--- src/trap_wait_pkg.sv ---
// Purpose: shared constants for the trap, test, viterbi and wait execution unit
// Assumes: 24-bit data words, 56-bit accumulators, 8-bit register address
// Notes:   opcode patterns of trap, viterbi store and wait are local encodings
package trap_wait_pkg;

    // register map, byte addresses
    localparam logic [7:0] ADDR_STATUS_WORD = 8'h00;
    localparam logic [7:0] ADDR_EVENT       = 8'h04;
    localparam logic [7:0] ADDR_EVENT_MASK  = 8'h08;
    localparam logic [7:0] ADDR_CYCLES      = 8'h0C;
    localparam logic [7:0] ADDR_CORE_STATE  = 8'h10;

    // status word fields
    localparam int CCR_C   = 0;
    localparam int CCR_V   = 1;
    localparam int CCR_Z   = 2;
    localparam int CCR_N   = 3;
    localparam int CCR_U   = 4;
    localparam int CCR_E   = 5;
    localparam int CCR_L   = 6;
    localparam int IPL_LSB = 8;
    localparam logic [1:0]  IPL_LONG_TRAP    = 2'h3;
    localparam logic [23:0] STATUS_WORD_INIT = 24'h000300;

    // event bits
    localparam int EVT_TRAP      = 0;
    localparam int EVT_WAIT_IN   = 1;
    localparam int EVT_WAIT_OUT  = 2;
    localparam int EVT_W         = 3;
    localparam logic [2:0] EVT_MASK_INIT = 3'h0;

    // opcode patterns
    localparam logic [7:0]  TEST_MASK_LO     = 8'hF7;
    localparam logic [7:0]  TEST_MATCH_LO    = 8'h03;
    localparam int          TEST_ACC_BIT     = 3;
    localparam logic [19:0] TRAP_MATCH_HI    = 20'h00001;
    localparam logic [15:0] VITERBI_MATCH_HI = 16'h0A00;
    localparam int          VITERBI_ACC_BIT  = 1;
    localparam int          VITERBI_IMM_BIT  = 0;
    localparam logic [23:0] WAIT_OPCODE   = 24'h0000F0;

    // exception causes
    localparam logic [1:0] CAUSE_TRAP  = 2'h0;
    localparam logic [1:0] CAUSE_IRQ   = 2'h1;
    localparam logic [1:0] CAUSE_RESET = 2'h2;
    localparam logic [1:0] CAUSE_DEBUG = 2'h3;

    // core states, gray along run -> wait -> exception
    typedef enum logic [1:0] {
        ST_RUN  = 2'b00,
        ST_WAIT = 2'b01,
        ST_EXC  = 2'b11
    } core_state_t;

endpackage

--- src/cycle_count_calc.sv ---
// Purpose: total clock cycles of one instruction from base and mode extras
// Assumes: extras arrive with an applicable flag; a dash means not applicable
// Notes:   purely combinational, registered by the caller
`timescale 1ns/1ps
module cycle_count_calc (
    input  wire logic [3:0] base_cycles,
    input  wire logic [3:0] pre_update_extra,
    input  wire logic       pre_update_applies,
    input  wire logic       pre_update_used,
    input  wire logic [3:0] long_absolute_extra,
    input  wire logic       long_absolute_applies,
    input  wire logic       long_absolute_used,
    input  wire logic [3:0] long_immediate_extra,
    input  wire logic       long_immediate_applies,
    input  wire logic       long_immediate_used,
    output      logic [7:0] total_cycles
);
    function automatic logic [7:0] extra(input logic [3:0] n, input logic app, input logic used);
        // a dash column adds nothing even when the mode is used
        extra = (app && used) ? {4'h0, n} : 8'h00;
    endfunction

    always_comb begin
        total_cycles = {4'h0, base_cycles}
                     + extra(pre_update_extra, pre_update_applies, pre_update_used)
                     + extra(long_absolute_extra, long_absolute_applies, long_absolute_used)
                     + extra(long_immediate_extra, long_immediate_applies, long_immediate_used);
    end
endmodule

--- src/trap_test_wait_exec.sv ---
// Purpose: executes conditional trap, accumulator test, viterbi store and wait
// Assumes: instr_valid is a one-cycle pulse from the fetch stage on core_clk
// Notes:   core_clk_en gates core and memory clocks; periph_clk_en never drops
//
// Summary of operation
// - true trap condition suspends flow and starts software exception
// - taken trap with long service routine sets priority level field to 3
// - false trap condition takes no exception, execution continues
// - trap, viterbi store and wait leave condition codes untouched
// - test compares accumulator with zero, sets codes, clears overflow, stores nothing
// - test decoded by low byte 0000d011, move field above, optional extension
// - viterbi store writes accumulator bits 47..24 to X memory
// - bits 23..0 shifted left with immediate bit in, written to Y memory
// - wait gates core and memory clocks until an unmasked interrupt
// - oscillator and peripheral clocks keep running during wait
// - wait with interrupt pending services it at once, as if never waiting
// - unmasked interrupt or hardware reset ends wait and starts exception
// - break pin or debug command also ends wait
// - base count assumes full pipeline, internal fetch, no interlock, post update
// - pre-update addressing adds its per-instruction extra cycles
// - long absolute addressing adds its per-instruction extra cycles
// - long immediate addressing adds its per-instruction extra cycles
// - a not-applicable extra adds no cycles
`timescale 1ns/1ps
module trap_test_wait_exec
(
    input  wire logic        core_clk,
    input  wire logic        reset,
    // instruction stream
    input  wire logic        instr_valid,
    input  wire logic [23:0] opcode,
    input  wire logic [15:0] operand_location,
    input  wire logic [55:0] acc_a,
    input  wire logic [55:0] acc_b,
    input  wire logic        long_isr,
    input  wire logic [3:0]  base_cycles,
    input  wire logic [3:0]  pre_update_extra,
    input  wire logic        pre_update_applies,
    input  wire logic        pre_update_used,
    input  wire logic [3:0]  long_absolute_extra,
    input  wire logic        long_absolute_applies,
    input  wire logic        long_absolute_used,
    input  wire logic [3:0]  long_immediate_extra,
    input  wire logic        long_immediate_applies,
    input  wire logic        long_immediate_used,
    // wake sources
    input  wire logic        irq_pending,
    input  wire logic        hw_reset_pin,
    input  wire logic        break_request_pin,
    input  wire logic        jtag_debug_req,
    // register port
    input  wire logic [7:0]  reg_addr,
    input  wire logic [23:0] reg_wdata,
    input  wire logic        reg_wr,
    input  wire logic        reg_rd,
    output      logic [23:0] reg_rdata,
    // results
    output      logic [23:0] status_word,
    output      logic        exc_start,
    output      logic [1:0]  exc_cause,
    output      logic        xy_wr,
    output      logic [15:0] xy_addr,
    output      logic [23:0] x_wdata,
    output      logic [23:0] y_wdata,
    output      logic [7:0]  instr_cycles,
    output      logic        core_clk_en,
    output      logic        periph_clk_en,
    output      logic        irq_out
);
    import trap_wait_pkg::*;

    typedef struct packed {
        core_state_t   state;
        logic [23:0]   sw;
        logic [EVT_W-1:0] evt;
        logic [EVT_W-1:0] mask;
        logic [1:0]    rst_sync;
        logic [1:0]    brk_sync;
        logic          exc;
        logic [1:0]    cause;
        logic          wr;
        logic [15:0]   addr;
        logic [23:0]   xd;
        logic [23:0]   yd;
        logic [7:0]    cycles;
        logic [23:0]   rdata;
    } exec_state_t;

    exec_state_t cur;
    exec_state_t next_cur;
    logic [7:0]  calc_cycles;

    ////////////////////////////////////////////////////////////////////////
    function automatic logic cond_true(input logic [3:0] cond, input logic [23:0] s);
        logic c;
        logic v;
        logic z;
        logic n;
        logic u;
        logic e;
        logic l;
        logic r;
        c = s[CCR_C];
        v = s[CCR_V];
        z = s[CCR_Z];
        n = s[CCR_N];
        u = s[CCR_U];
        e = s[CCR_E];
        l = s[CCR_L];
        unique case (cond[2:0])
            3'h0: r = c;
            3'h1: r = n ^ v;
            3'h2: r = z;
            3'h3: r = n;
            3'h4: r = z | (~u & ~e);
            3'h5: r = e;
            3'h6: r = l;
            3'h7: r = z | (n ^ v);
        endcase
        // low half asks for the flag clear, high half for it set
        cond_true = cond[3] ? r : ~r;
    endfunction

    function automatic logic [23:0] test_flags(input logic [23:0] s, input logic [55:0] a);
        logic [23:0] t;
        t = s;
        t[CCR_N] = a[55];
        t[CCR_Z] = (a == 56'h0);
        t[CCR_V] = 1'b0;
        t[CCR_E] = ~((&a[55:47]) | ~(|a[55:47]));
        t[CCR_U] = ~(a[47] ^ a[46]);
        test_flags = t;
    endfunction

    ////////////////////////////////////////////////////////////////////////
    // extras added only where the mode is used and applies
    cycle_count_calc u_cycles (
        .base_cycles            (base_cycles),
        .pre_update_extra       (pre_update_extra),
        .pre_update_applies     (pre_update_applies),
        .pre_update_used        (pre_update_used),
        .long_absolute_extra    (long_absolute_extra),
        .long_absolute_applies  (long_absolute_applies),
        .long_absolute_used     (long_absolute_used),
        .long_immediate_extra   (long_immediate_extra),
        .long_immediate_applies (long_immediate_applies),
        .long_immediate_used    (long_immediate_used),
        .total_cycles           (calc_cycles)
    );

    ////////////////////////////////////////////////////////////////////////
    logic        is_test;
    logic        is_trap;
    logic        is_viterbi;
    logic        is_wait;
    logic [55:0] test_acc;
    logic [55:0] viterbi_acc;
    logic        wake;
    logic [1:0]  wake_cause;
    logic [EVT_W-1:0] evt_set;

    always_comb begin
        is_test     = ((opcode[7:0] & TEST_MASK_LO) == TEST_MATCH_LO);
        is_trap     = (opcode[23:4] == TRAP_MATCH_HI);
        is_viterbi  = (opcode[23:8] == VITERBI_MATCH_HI);
        is_wait     = (opcode == WAIT_OPCODE);
        test_acc    = opcode[TEST_ACC_BIT] ? acc_b : acc_a;
        viterbi_acc = opcode[VITERBI_ACC_BIT] ? acc_b : acc_a;
        // reset outranks interrupt, interrupt outranks debug
        wake       = cur.rst_sync[1] | irq_pending | cur.brk_sync[1] | jtag_debug_req;
        wake_cause = cur.rst_sync[1] ? CAUSE_RESET :
                     irq_pending     ? CAUSE_IRQ   : CAUSE_DEBUG;

        next_cur = cur;
        evt_set  = '0;
        next_cur.rst_sync = {cur.rst_sync[0], hw_reset_pin};
        next_cur.brk_sync = {cur.brk_sync[0], break_request_pin};
        next_cur.exc      = 1'b0;
        next_cur.wr       = 1'b0;
        next_cur.rdata    = 24'h000000;

        unique case (cur.state)
            ST_RUN: begin
                if (instr_valid) begin
                    next_cur.cycles = calc_cycles;
                    if (is_trap) begin
                        if (cond_true(opcode[3:0], cur.sw)) begin
                            next_cur.state = ST_EXC;
                            next_cur.exc   = 1'b1;
                            next_cur.cause = CAUSE_TRAP;
                            evt_set[EVT_TRAP] = 1'b1;
                            if (long_isr) begin
                                next_cur.sw[IPL_LSB+1:IPL_LSB] = IPL_LONG_TRAP;
                            end
                        end
                        // false condition: nothing happens, next word follows
                    end else if (is_viterbi) begin
                        next_cur.wr   = 1'b1;
                        next_cur.addr = operand_location;
                        next_cur.xd   = viterbi_acc[47:24];
                        next_cur.yd   = {viterbi_acc[22:0], opcode[VITERBI_IMM_BIT]};
                    end else if (is_wait) begin
                        if (irq_pending) begin
                            next_cur.state = ST_EXC;
                            next_cur.exc   = 1'b1;
                            next_cur.cause = CAUSE_IRQ;
                        end else begin
                            next_cur.state = ST_WAIT;
                            evt_set[EVT_WAIT_IN] = 1'b1;
                        end
                    end else if (is_test) begin
                        next_cur.sw = test_flags(cur.sw, test_acc);
                    end
                end
            end
            ST_WAIT: begin
                // instr_valid ignored here; only the wake check may move
                if (wake) begin
                    next_cur.state = ST_EXC;
                    next_cur.exc   = 1'b1;
                    next_cur.cause = wake_cause;
                    evt_set[EVT_WAIT_OUT] = 1'b1;
                end
            end
            ST_EXC: begin
                // exception entry handed off in one cycle; vectoring lies elsewhere
                next_cur.state = ST_RUN;
            end
            default: begin
                next_cur.state = ST_RUN;
            end
        endcase

        // register writes; a hardware event beats a same-cycle clear
        if (reg_wr) begin
            unique case (reg_addr)
                ADDR_STATUS_WORD: next_cur.sw   = reg_wdata;
                ADDR_EVENT:       next_cur.evt  = cur.evt & ~reg_wdata[EVT_W-1:0];
                ADDR_EVENT_MASK:  next_cur.mask = reg_wdata[EVT_W-1:0];
                default: ;
            endcase
        end
        next_cur.evt = next_cur.evt | evt_set;

        if (reg_rd) begin
            unique case (reg_addr)
                ADDR_STATUS_WORD: next_cur.rdata = cur.sw;
                ADDR_EVENT:       next_cur.rdata = {21'h000000, cur.evt};
                ADDR_EVENT_MASK:  next_cur.rdata = {21'h000000, cur.mask};
                ADDR_CYCLES:      next_cur.rdata = {16'h0000, cur.cycles};
                ADDR_CORE_STATE:  next_cur.rdata = {22'h000000, cur.state};
                default:          next_cur.rdata = 24'h000000;
            endcase
        end
    end

    always_ff @(posedge core_clk or posedge reset) begin
        if (reset) begin
            cur       <= '0;
            cur.state <= ST_RUN;
            cur.sw    <= STATUS_WORD_INIT;
            cur.mask  <= EVT_MASK_INIT;
        end else begin
            cur <= next_cur;
        end
    end

    ////////////////////////////////////////////////////////////////////////
    always_comb begin
        reg_rdata     = cur.rdata;
        status_word   = cur.sw;
        exc_start     = cur.exc;
        exc_cause     = cur.cause;
        xy_wr         = cur.wr;
        xy_addr       = cur.addr;
        x_wdata       = cur.xd;
        y_wdata       = cur.yd;
        instr_cycles  = cur.cycles;
        core_clk_en   = (cur.state != ST_WAIT);
        periph_clk_en = 1'b1;
        irq_out       = |(cur.evt & cur.mask);
    end

    ////////////////////////////////////////////////////////////////////////
    // checks
    logic [55:0] past_acc;
    logic        past_imm;
    always_ff @(posedge core_clk or posedge reset) begin
        if (reset) begin
            past_acc <= 56'h0;
            past_imm <= 1'b0;
        end else begin
            past_acc <= viterbi_acc;
            past_imm <= opcode[VITERBI_IMM_BIT];
        end
    end

    chk_trap_taken: assert property (@(posedge core_clk) disable iff (reset)
        (cur.state == ST_RUN && instr_valid && is_trap && cond_true(opcode[3:0], cur.sw))
        |=> (exc_start && exc_cause == CAUSE_TRAP) ##1 (cur.state == ST_RUN))
        else $error("taken trap did not start exception");
    chk_trap_ipl: assert property (@(posedge core_clk) disable iff (reset)
        (cur.state == ST_RUN && instr_valid && is_trap && long_isr && !reg_wr
         && cond_true(opcode[3:0], cur.sw)) |=> status_word[IPL_LSB+1:IPL_LSB] == 2'h3)
        else $error("priority level not raised by long trap");
    chk_trap_false: assert property (@(posedge core_clk) disable iff (reset)
        (cur.state == ST_RUN && instr_valid && is_trap && !cond_true(opcode[3:0], cur.sw))
        |=> !exc_start && cur.state == ST_RUN)
        else $error("false trap took an exception");
    chk_codes_kept: assert property (@(posedge core_clk) disable iff (reset)
        (cur.state == ST_RUN && instr_valid && !reg_wr && (is_trap || is_viterbi || is_wait))
        |=> status_word[7:0] == $past(status_word[7:0]))
        else $error("condition codes changed");
    chk_test_flags: assert property (@(posedge core_clk) disable iff (reset)
        (cur.state == ST_RUN && instr_valid && is_test && !is_trap && !is_viterbi && !is_wait
         && !reg_wr) |=> !status_word[CCR_V] && !xy_wr
         && status_word[CCR_Z] == ($past(test_acc) == 56'h0))
        else $error("test flags wrong");
    chk_vsl_data: assert property (@(posedge core_clk) disable iff (reset)
        xy_wr |-> x_wdata == past_acc[47:24] && y_wdata == {past_acc[22:0], past_imm})
        else $error("viterbi store data wrong");
    chk_wait_gate: assert property (@(posedge core_clk) disable iff (reset)
        (cur.state == ST_RUN && instr_valid && is_wait && !is_trap && !is_viterbi && !irq_pending)
        |=> !core_clk_en && periph_clk_en)
        else $error("wait did not gate the core");
    chk_wait_pending: assert property (@(posedge core_clk) disable iff (reset)
        (cur.state == ST_RUN && instr_valid && is_wait && !is_trap && !is_viterbi && irq_pending)
        |=> exc_start && core_clk_en)
        else $error("pending interrupt not serviced at wait");
    chk_wait_wake: assert property (@(posedge core_clk) disable iff (reset)
        (cur.state == ST_WAIT && wake) |=> exc_start && core_clk_en)
        else $error("wait did not end on wake");
    chk_wait_frozen: assert property (@(posedge core_clk) disable iff (reset)
        (cur.state == ST_WAIT && !wake && !reg_wr) |=> $stable(status_word) && !xy_wr)
        else $error("state changed while gated");

    cov_trap: cover property (@(posedge core_clk) disable iff (reset)
        exc_start && exc_cause == CAUSE_TRAP);
    cov_wait_irq: cover property (@(posedge core_clk) disable iff (reset)
        cur.state == ST_WAIT ##1 exc_start && exc_cause == CAUSE_IRQ);
    cov_viterbi: cover property (@(posedge core_clk) disable iff (reset) xy_wr);
    cov_irq_out: cover property (@(posedge core_clk) disable iff (reset) irq_out);

endmodule

--- config.mk ---
export PLATFORM = sky130hd
export DESIGN_NAME = trap_test_wait_exec
export DESIGN_NICKNAME = d
export VERILOG_FILES = /design/src/trap_wait_pkg.sv /design/src/cycle_count_calc.sv /design/src/trap_test_wait_exec.sv
export SDC_FILE = /design/constraint.sdc
export NUM_CORES = 1
export LEC_CHECK = 0
export ABC_AREA = 0
export BUFFER_PORTS_ARGS = -buffer_cell sky130_fd_sc_hd__buf_2
export CAP_MARGIN = 20
export CORE_AREA = 2 2 135 137
export CTS_BUF_LIST = sky130_fd_sc_hd__clkbuf_4 sky130_fd_sc_hd__clkbuf_8
export DETAILED_ROUTE_END_ITERATION = 7
export DIE_AREA = 0 0 137 139
export PLACE_DENSITY_LB_ADDON = 0.08
export SLEW_MARGIN = 20
export SYNTH_ARGS = -nofsm -noshare
export SYNTH_HDL_FRONTEND = slang
export SYNTH_HIERARCHICAL = 1
export SYNTH_SLANG_ARGS = --single-unit
--- constraint.sdc ---
create_clock -name core_clk -period 5.55 [get_ports core_clk]
set_clock_uncertainty 0.1 [all_clocks]
set_input_delay 0.8325 -clock core_clk [delete_from_list [all_inputs] [get_ports core_clk]]
set_output_delay 0.8325 -clock core_clk [all_outputs]
set_load 0.005 [all_outputs]
==> flow_metrics.env, run 1 <==
export IMPL_ys_warn_count=6
export IMPL_io_pins=343
export IMPL_avgViaCountPerCell=4.922
export IMPL_yosysMostFrequentCell="dfrtp_1"
export IMPL_synth_seq_cells=136
export IMPL_cp_slowest_cell="fa_1"
export IMPL_p_leak_nw=4.964
export IMPL_drt_pass1_iter_count=4
export IMPL_crit_chain="buf_2, nand3_1, fa_1, inv_1, fa_1, ha_1, inv_1, fa_1, nor2b_1, o21ai_0, nand2b_1, nand2_1, nand2_1"
export IMPL_async_reset_ff_share_pct=100.0
export IMPL_hold_violations=0
export IMPL_regToRegSetupSlack_ns=2.96
export IMPL_crit_required_ns=5.83
export IMPL_worst_slew_pin_slew_ns=0.8941
export IMPL_power_total_mw=2.180
export IMPL_wl_um=20810
export IMPL_syn_area_mm2=0.007505
export IMPL_period_needed_ns=2.865
export IMPL_dieArea_mm2=0.01904
export IMPL_grt_pass1_vias=5797
export IMPL_grt_pass1_wl_um=31370
export IMPL_synth_area_top_cells="dfrtp_1, buf_4, mux2i_1, nand2_1, a21oi_1"
export IMPL_post_cts_resized=0
export IMPL_rows=49
export IMPL_max_slew_margin_pct=40.40
export IMPL_hpwl_um=16260
export IMPL_p_sw_share_pct=27.57
export IMPL_cp_start_kind="input pin"
export IMPL_path_buf_inv=3
export IMPL_postCtsHoldBufs=0
export IMPL_layout_drive_gt1_share_pct=40.95
export IMPL_insertion_delay_ns=0.44
export IMPL_intPower_mw=1.579
export IMPL_fin_setup_tns_ns=0
export IMPL_synthTopCellsByCount="dfrtp_1, buf_4, nand2_1, nor2_1, a21oi_1"
export IMPL_status="finished, final reports clean"
export IMPL_hp_class="reg2reg"
export IMPL_final_nets=1212
export IMPL_rsz0062_at_grt="no"
export IMPL_root_buffer="clkbuf_8"
export IMPL_cts_tree="yes"
export IMPL_p_sw_mw=0.6012
export IMPL_combPwrFrac_pct=13.9
export IMPL_chipHeight_um=139
export IMPL_path_clk_slew_ns=0.08
export IMPL_slew_viol_final=0
export IMPL_arrival_ns=3.14
export IMPL_cts_made_buffers=17
export IMPL_critPathMostFrequentCell="fa_1"
export IMPL_h_tree_depth=4
export IMPL_yosys_area_top_type="dfrtp_1"
export IMPL_cpPeakStageDelay_ns=0.55
export IMPL_wire_per_inst_um=16.97
export IMPL_powerDensity_mw_per_mm2=244.8
export IMPL_path_delay_family="adder cells"
export IMPL_via_count=6034
export IMPL_initial_core_util_pct=42.50
export IMPL_grt_max_degree=101
export IMPL_path_max_fanout=4
export IMPL_cts_max_path_buffers=2
export IMPL_final_util_pct=50.44
export IMPL_io_buffers=341
export IMPL_initialDrtViolationCount=251
export IMPL_die_w_um=137
export IMPL_final_cell_area_mm2=0.008906
export IMPL_place_area_mm2=0.008509
export IMPL_fillers=1739
export IMPL_cap_violations=0
export IMPL_synth_cell_types=56
export IMPL_gp_congestion=0.9284
export IMPL_grtUsageTotal_pct=21.64
export IMPL_min_period_over_period_pct=51.63
export IMPL_syn_inst=768
export IMPL_max_freq_ghz=0.3490
export IMPL_ant_nets=0
export IMPL_drc=0
export IMPL_clkPwrFrac_pct=37.6
export IMPL_overflow=0
export IMPL_numClockSinks=136
export IMPL_antenna_found_initial=4
export IMPL_core_mm2=0.01766
export IMPL_path_class="in2reg"
export IMPL_syn_area_per_cell_um2=9.772
export IMPL_cp_end_kind="flip-flop"
export IMPL_synth_edf_count=0
export IMPL_seq_area_frac_synth_pct=45.38
export IMPL_ys_flop_type="dfrtp_1"
export IMPL_p_seq_share_pct=48.5
export IMPL_peakVddDrop_mv=0.1229
export IMPL_setup_viol=0
export IMPL_netlist_area_leader_share_pct=44.68
export IMPL_area_delta_synth_final_pct=18.67
export IMPL_postCtsSetupRepairBufs=0
path summary, 6_finish.rpt:
path                                             start               to  depth (start not counted)
worst max-delay path            long_immediate_applies  instr_cycles[5]                         13
worst min-delay path                          cur[102]         cur[103]                          0
worst max register to register                cur[134]      y_wdata[22]                          7
worst min register to register                cur[102]         cur[103]                          0
max in group asynchronous                        reset  instr_cycles[6]                          3
min in group asynchronous                        reset      xy_addr[15]                          2
cell families (layout without fill, tap and decap cells):
logic type / count (synthesis) / count (layout) / share of synthesized area, %
AO/OA/AOI/OAI: 92 / 92 / 7.503
XOR/XNOR: 2 / 2 / 0.2335
adder cells (fa/ha/maj): 14 / 14 / 3.134
buffers and inverters: 171 / 396 / 15.02
flip-flops: 136 / 136 / 45.38
multiplexers: 75 / 75 / 11.02
other: 2 / 6 / 0.1001
AND/OR/NAND/NOR: 276 / 276 / 17.61
registers in the layout, summed over array words and instances (netlist names):
name and count:
x_wdata 24, xy_addr 16, exc_cause 2, instr_cycles 8, exc_start 1, reg_rdata 24, xy_wr 1, y_wdata 24
status_word 24, cur 12
worst reg2reg max path, cell delays in order, from the launching register on:
cell and delay (ns):
dfrtp_1 0.44, nor2_1 0.14, nand2_1 0.25, nor3_2 0.24
buf_4 0.68, buf_4 0.47, nor2_1 0.08, a21oi_1 0.12
per-stage QoR:
stage          cells  setup WS [ns]  hold slack (ns)
4_1_cts         1223          2.711           0.2557
3_5_place_dp    1192          2.235           0.2364
5_1_grt         1225          2.538           0.2710
3_3_place_gp    1192          2.266           0.2351
2_1_floorplan    769         0.9814           0.2312
6_report        1226          2.685           0.2520
power by group through the flow:
stage	combinational (mW)	clock (mW)	sequential [mW]
3_3_place_gp	0.305	0	1.08
2_1_floorplan	0.194	0	1.06
4_1_cts	0.308	0.848	1.06
6_report	0.304	0.820	1.06
3_5_place_dp	0.306	0	1.08
5_1_grt	0.342	0.894	1.06
routing by layer:
metal	track usage [%]	wire length, um	up-vias	share of wire, %
li1	-	-	2951	-
met1	28.06	8747	2825	42
met2	35.22	10280	237	49
met3	6.287	1501	19	7.2
met4	5.914	263	2	1.3
met5	0	13	-	0.062
final cells by class:
cell class / count / area (um2) / share of cell area (%)
multi-input combinational: 462 / 2985 / 33.52
timing repair buffer: 349 / 1767 / 19.84
clock buffer: 18 / 241.5 / 2.711
tap: 229 / 286.5 / 3.217
sequential: 136 / 3406 / 38.24
antenna: 3 / 7.507 / 0.08429
inverter: 16 / 65.06 / 0.7305
clock inverter: 13 / 147.6 / 1.658
cells in the final DEF (no fill, tap or decap), types with 4 or more instances in the layout:
cell	Yosys	layout
ha_1	6	6
and3_1	7	7
fa_1	8	8
nor2_1	70	70
nand3_1	12	12
buf_2	7	341
dfrtp_1	134	134
and2_1	18	18
nor3_1	9	7
buf_4	125	8
inv_6	0	4
clkbuf_8	0	17
mux2_1	8	8
nand2_1	94	94
mux4_2	4	4
o21ai_0	7	7
a21oi_1	57	57
nor4_1	27	27
nand2b_1	7	7
mux2i_1	50	50
mux2_2	13	13
inv_1	16	15
or4_1	6	6
nand4_1	10	10
clkinvlp_4	0	4
a22oi_1	5	5
No activity file was read; power rests on OpenSTA's default activity.
==> run 2, diff against run 1 <==
--- a/config.mk
+++ b/config.mk
@@ -5,13 +5,13 @@
 export SDC_FILE = /design/constraint.sdc
 export NUM_CORES = 1
 export LEC_CHECK = 0
-export ABC_AREA = 0
+export ABC_AREA = 1
 export BUFFER_PORTS_ARGS = -buffer_cell sky130_fd_sc_hd__buf_2
 export CAP_MARGIN = 20
-export CORE_AREA = 2 2 135 137
+export CORE_AREA = 2 2 133 135
 export CTS_BUF_LIST = sky130_fd_sc_hd__clkbuf_4 sky130_fd_sc_hd__clkbuf_8
 export DETAILED_ROUTE_END_ITERATION = 7
-export DIE_AREA = 0 0 137 139
+export DIE_AREA = 0 0 135 137
 export PLACE_DENSITY_LB_ADDON = 0.08
 export SLEW_MARGIN = 20
 export SYNTH_ARGS = -nofsm -noshare
==> constraint.sdc (replaced) <==
create_clock -name core_clk -period 2.87 [get_ports core_clk]
set_clock_uncertainty 0.1 [all_clocks]
set_input_delay 0.4305 -clock core_clk [delete_from_list [all_inputs] [get_ports core_clk]]
set_output_delay 0.4305 -clock core_clk [all_outputs]
set_load 0.005 [all_outputs]
==> flow_metrics.env, run 2 <==
export IMPL_status="finished, final reports clean"
export IMPL_cp_end_kind="flip-flop"
export IMPL_cts_tree="yes"
export IMPL_ys_flop_type="dfrtp_1"
export IMPL_place_area_mm2=0.009001
export IMPL_drc=0
export IMPL_synthMuxAreaShare_pct=6.047
export IMPL_rows=48
export IMPL_grt_pass1_wl_um=33360
export IMPL_p_seq_share_pct=48.6
export IMPL_hold_violations=0
export IMPL_synth_cell_types=41
export IMPL_io_pins=343
export IMPL_pre_cts_ws_ns=-0.08439
export IMPL_dieArea_mm2=0.01850
export IMPL_wire_per_inst_um=14.82
export IMPL_synth_area_top_cells="dfrtp_1, buf_4, nand2_1, mux2i_1, o21ai_0"
export IMPL_hp_class="in2reg"
export IMPL_synthXorXnorAreaFrac_pct=0.1102
export IMPL_netlist_area_leader_share_pct=42.20
export IMPL_min_period_over_period_pct=86.33
export IMPL_wl_um=21490
export IMPL_final_cell_mix="buf_2, nand2_1, dfrtp_1"
export IMPL_initialDrtViolationCount=253
export IMPL_root_buffer="clkbuf_8"
export IMPL_synthTopCellsByCount="nand2_1, dfrtp_1, buf_4, nor2_1, inv_1"
export IMPL_layout_drive_gt1_share_pct=33.11
export IMPL_postCtsSetupRepairBufs=0
export IMPL_period_needed_ns=2.478
export IMPL_instances_no_fill=1450
export IMPL_ys_warn_count=6
export IMPL_via_count=6822
export IMPL_syn_inst=983
export IMPL_hpwl_um=17050
export IMPL_max_slew_margin_pct=48.31
export IMPL_drt_pass1_iter_count=5
export IMPL_crit_required_ns=3.16
export IMPL_final_nets=1437
export IMPL_gp_congestion=0.8622
export IMPL_powerDensity_mw_per_mm2=446.4
export IMPL_setup_viol=0
export IMPL_p_leak_nw=5.348
export IMPL_initial_core_util_pct=46.58
export IMPL_p_sw_share_pct=28.53
export IMPL_core_mm2=0.01706
export IMPL_yosysMostFrequentCell="nand2_1"
export IMPL_die_w_um=135
export IMPL_cp_start_kind="input pin"
export IMPL_rsz0062_at_grt="no"
export IMPL_clkPwrFrac_pct=36.2
export IMPL_h_tree_depth=4
export IMPL_max_freq_ghz=0.4036
export IMPL_final_cell_area_mm2=0.009420
export IMPL_arrival_ns=2.76
export IMPL_area_delta_synth_final_pct=18.57
export IMPL_syn_area_mm2=0.007945
export IMPL_syn_area_per_cell_um2=8.083
export IMPL_grt_max_degree=72
export IMPL_slew_viol_final=0
export IMPL_intPower_mw=3.006
export IMPL_synth_fa_ha_area_share_pct=2.961
export IMPL_avgViaCountPerCell=4.705
export IMPL_combPwrFrac_pct=15.2
export IMPL_whs_ns=0.08121
export IMPL_peakVddDrop_mv=0.2725
export IMPL_synth_edf_count=0
export IMPL_antenna_found_initial=6
export IMPL_fin_setup_tns_ns=0
export IMPL_setup_ws_ns=0.3924
export IMPL_yosys_area_share_simple_pct=21.70
export IMPL_cts_max_path_buffers=2
export IMPL_final_common_cell="buf_2"
export IMPL_ant_nets=0
export IMPL_synth_top_family_by_area="simple AND/OR/NAND/NOR gates"
export IMPL_worst_slew_pin_slew_ns=0.7730
export IMPL_p_sw_mw=1.200
export IMPL_final_util_pct=55.23
export IMPL_path_class="in2reg"
export IMPL_insertion_delay_ns=0.44
export IMPL_path_max_fanout=2
export IMPL_post_cts_resized=0
export IMPL_dp_cells=1410
export IMPL_numClockSinks=136
export IMPL_seq_area_frac_synth_pct=42.87
export IMPL_synth_compound_area_share_pct=7.906
export IMPL_cap_violations=0
export IMPL_path_clk_slew_ns=0.08
export IMPL_grt_pass1_vias=6676
export IMPL_async_reset_ff_share_pct=100.0
export IMPL_chipHeight_um=137
export IMPL_io_buffers=341
export IMPL_overflow=0
export IMPL_power_total_mw=4.206
export IMPL_cts_made_buffers=17
export IMPL_synth_seq_cells=136
export IMPL_yosys_area_top_type="dfrtp_1"
export IMPL_grtUsageTotal_pct=23.28
run 2: path summary, 6_finish.rpt:
kind,from,slack (ns),depth (start not counted),end
max in group asynchronous,reset,1.38,5,reg_rdata[3]
min in group asynchronous,reset,0.53,3,reg_rdata[13]
setup / recovery,long_immediate_applies,0.39,13,instr_cycles[5]
setup reg to reg,cur[135],0.92,7,y_wdata[14]
hold reg to reg,cur[102],0.25,0,cur[103]
hold / removal,operand_location[6],0.08,3,xy_addr[6]
run 2: worst max-delay path: stages:
cell,delay (ns)
buf_2,0.07
nand2_1,0.06
inv_1,0.07
nand2_1,0.08
fa_1,0.51
inv_1,0.06
fa_1,0.53
ha_1,0.17
inv_1,0.05
fa_1,0.40
o21ai_0,0.20
nand2_1,0.07
nand2_1,0.06
run 2: power groups by stage:
stage	sequential [mW]	combinational, mW	clock [mW]
6_report	2.04	0.640	1.52
3_3_place_gp	2.08	0.633	0
4_1_cts	2.05	0.647	1.56
3_5_place_dp	2.08	0.642	0
2_1_floorplan	2.06	0.406	0
5_1_grt	2.05	0.728	1.66
run 2: timing repair:
| item | in CTS | in global routing |
|---|---|---|
| hold buffers | 3 | 0 |
| endpoints found under the setup margin | 0 | 0 |
| endpoints found under the hold margin | 30 | 0 |
run 2: cell type report:
class,count,area [um2]
fill,1687,7636
tap,225,281.5
antenna,5,12.51
inverter,96,364.1
clock buffer,19,255.2
multi-input combinational,598,3100
timing repair buffer,358,1879
clock inverter,13,121.4
sequential,136,3406
run 2: kinds of logic (layout without fill, tap and decap cells):
family	Yosys count	after routing
other cells	2	8
fa+ha+maj	14	14
simple gates	414	414
buf+inv	250	486
compound gates	118	118
flops	136	136
mux	48	48
xor+xnor	1	1
run 2: metal layers:
metal  global-route usage [%]  vias to the layer above  share of wire, %
met5                        0                        -             0.079
met4                    8.507                        2               1.9
met3                    5.667                       30               6.8
met2                    39.28                      235                48
met1                    29.12                     3085                43
li1                         -                     3470                 -
==> run 3, diff against run 2 <==
--- a/config.mk
+++ b/config.mk
@@ -8,10 +8,12 @@
 export ABC_AREA = 1
 export BUFFER_PORTS_ARGS = -buffer_cell sky130_fd_sc_hd__buf_2
 export CAP_MARGIN = 20
-export CORE_AREA = 2 2 133 135
+export CELL_PAD_IN_SITES_DETAIL_PLACEMENT = 1
+export CELL_PAD_IN_SITES_GLOBAL_PLACEMENT = 2
+export CORE_MARGIN = 2
+export CORE_UTILIZATION = 27
 export CTS_BUF_LIST = sky130_fd_sc_hd__clkbuf_4 sky130_fd_sc_hd__clkbuf_8
 export DETAILED_ROUTE_END_ITERATION = 7
-export DIE_AREA = 0 0 135 137
 export PLACE_DENSITY_LB_ADDON = 0.08
 export SLEW_MARGIN = 20
 export SYNTH_ARGS = -nofsm -noshare
==> flow_metrics.env, run 3 (synthesis gave the netlist of run 2 again) <==
export IMPL_cpPeakStageDelay_ns=0.53
export IMPL_grtUsageTotal_pct=17.12
export IMPL_cap_violations=0
export IMPL_die_w_um=175.5
export IMPL_initial_core_util_pct=27.53
export IMPL_path_class="in2reg"
export IMPL_multiInputGateArea_mm2=0.003105
export IMPL_layout_drive_gt1_share_pct=33.11
export IMPL_rows=62
export IMPL_final_nets=1437
export IMPL_via_count=6945
export IMPL_grt_pass1_vias=7290
export IMPL_final_common_cell="buf_2"
export IMPL_hold_violations=0
export IMPL_path_buf_inv=4
export IMPL_powerDensity_mw_per_mm2=443.4
export IMPL_wire_per_inst_um=16.18
export IMPL_top_layer_used="met5"
export IMPL_hold_path_end="xy_addr[15]"
export IMPL_io_pins=343
export IMPL_period_needed_ns=2.452
export IMPL_crit_chain="buf_2, nand2_1, inv_1, nand2_1, fa_1, inv_1, fa_1, ha_1, inv_1, fa_1, xnor2_1, nand2_1, o21ai_0"
export IMPL_arrival_ns=2.68
export IMPL_numClockSinks=136
export IMPL_cp_end_kind="flip-flop"
export IMPL_fin_setup_tns_ns=0
export IMPL_max_slew_margin_pct=45.71
export IMPL_wl_met2_um=12390
export IMPL_cts_tree="yes"
export IMPL_hold_path_startpoint="operand_location[15]"
export IMPL_instances_no_fill=1610
export IMPL_max_freq_ghz=0.4079
export IMPL_crit_required_ns=3.10
export IMPL_ant_nets=0
export IMPL_p_leak_nw=5.347
export IMPL_io_buffers=341
export IMPL_hp_class="in2reg"
export IMPL_area_delta_synth_final_pct=21.18
export IMPL_path_delay_family="adder cells"
export IMPL_core_mm2=0.02886
export IMPL_final_cell_mix="buf_2, nand2_1, dfrtp_1"
export IMPL_root_buffer="clkbuf_8"
export IMPL_dieArea_mm2=0.03081
export IMPL_setup_viol=0
export IMPL_rsz0062_at_grt="no"
export IMPL_worst_slew_pin_slew_ns=0.8120
export IMPL_area_sequential_mm2=0.003406
export IMPL_cts_made_buffers=17
export IMPL_grt_max_degree=57
export IMPL_cp_start_kind="input pin"
export IMPL_drc=0
export IMPL_wl_um=26050
export IMPL_overflow=0
export IMPL_hpwl_um=20630
export IMPL_fillers=3655
export IMPL_path_max_fanout=2
export IMPL_slew_viol_final=0
export IMPL_drt_met1_wl_um=11630
export IMPL_cp_slowest_cell="fa_1"
export IMPL_rr_endpoint="xy_addr[10]"
export IMPL_path_clk_slew_ns=0.10
export IMPL_insertion_delay_ns=0.45
export IMPL_initialDrtViolationCount=232
export IMPL_min_period_over_period_pct=85.43
export IMPL_chipHeight_um=175.5
export IMPL_cts_max_path_buffers=2
export IMPL_wl_met3_um=1592
export IMPL_drt_pass1_iter_count=4
export IMPL_dp_cells=1569
export IMPL_gp_congestion=0.7923
export IMPL_peakVddDrop_mv=0.2050
export IMPL_status="finished, final reports clean"
export IMPL_grt_pass1_wl_um=40860
export IMPL_power_total_mw=4.269
export IMPL_min_path_cells=3
export IMPL_postCtsSetupRepairBufs=0
export IMPL_avgViaCountPerCell=4.314
export IMPL_rr_worst_depth=7
export IMPL_r2r_start="cur[135]"
export IMPL_regToRegSetupSlack_ns=0.82
export IMPL_h_tree_depth=4
export IMPL_antenna_found_initial=8
-- run 3: worst max-delay path by stage --
stage | startpoint | to | slack [ns] | depth (start not counted)
after CTS | long_immediate_applies | instr_cycles[3] | 0.42 | 13
after global placement | long_immediate_applies | instr_cycles[3] | -0.06 | 13
after floorplan | long_immediate_applies | instr_cycles[3] | 0.13 | 12
final | long_immediate_applies | instr_cycles[3] | 0.42 | 13
after global routing | long_immediate_used | instr_cycles[3] | 0.30 | 13
after detailed placement | long_immediate_applies | instr_cycles[3] | -0.09 | 13
-- run 3: power by group --
part | leakage (nW) | total (mW) | internal (mW) | switching (mW)
combinational | 3.38 | 0.647 | 0.294 | 0.354
clock | 0.187 | 1.57 | 0.659 | 0.916
sequential | 1.78 | 2.05 | 1.99 | 0.0594
-- run 3: final cells by class --
type	instances	share of cell area, %
Multi-Input combinational cell	598	32.25
Clock inverter	14	1.326
Tap cell	384	4.990
Timing Repair Buffer	358	19.55
Sequential cell	136	35.37
Inverter	96	3.782
Antenna cell	6	0.1559
Clock buffer	18	2.573
-- run 3: worst reg2reg max path: cells and delay by family (launching register included) --
kind	cells	cell delay, ns
DFF	1	0.40
and+or+nand+nor	5	0.76
buffers and inverters	2	0.68
-- run 3: repair_timing --
| action | in CTS | in global routing |
|---|---|---|
| hold endpoints to repair | 23 | 0 |
| gates resized for setup | 0 | 0 |
| hold buffers | 3 | 0 |
-- run 3: per-stage QoR --
| stage | hold WS, ns | setup WS (ns) | utilization (%) | cell area (um2) |
|---|---|---|---|---|
| after CTS | 0.02465 | 0.4228 | 33.31 | 9613 |
| after global routing | 0.03816 | 0.3023 | 33.34 | 9620 |
| after global placement | 0.2368 | -0.06246 | 31.91 | 9208 |
| after floorplan | 0.2312 | 0.1267 | - | 7953 |
| after detailed placement | 0.2393 | -0.09246 | 31.91 | 9208 |
| final | 0.06776 | 0.4182 | 33.36 | 9628 |
-- run 3: layer usage --
layer	track usage, %	vias to the layer above
li1	-	3466
met1	21.97	3237
met2	28.58	216
met3	4.372	22
met4	4.752	4
met5	0	-
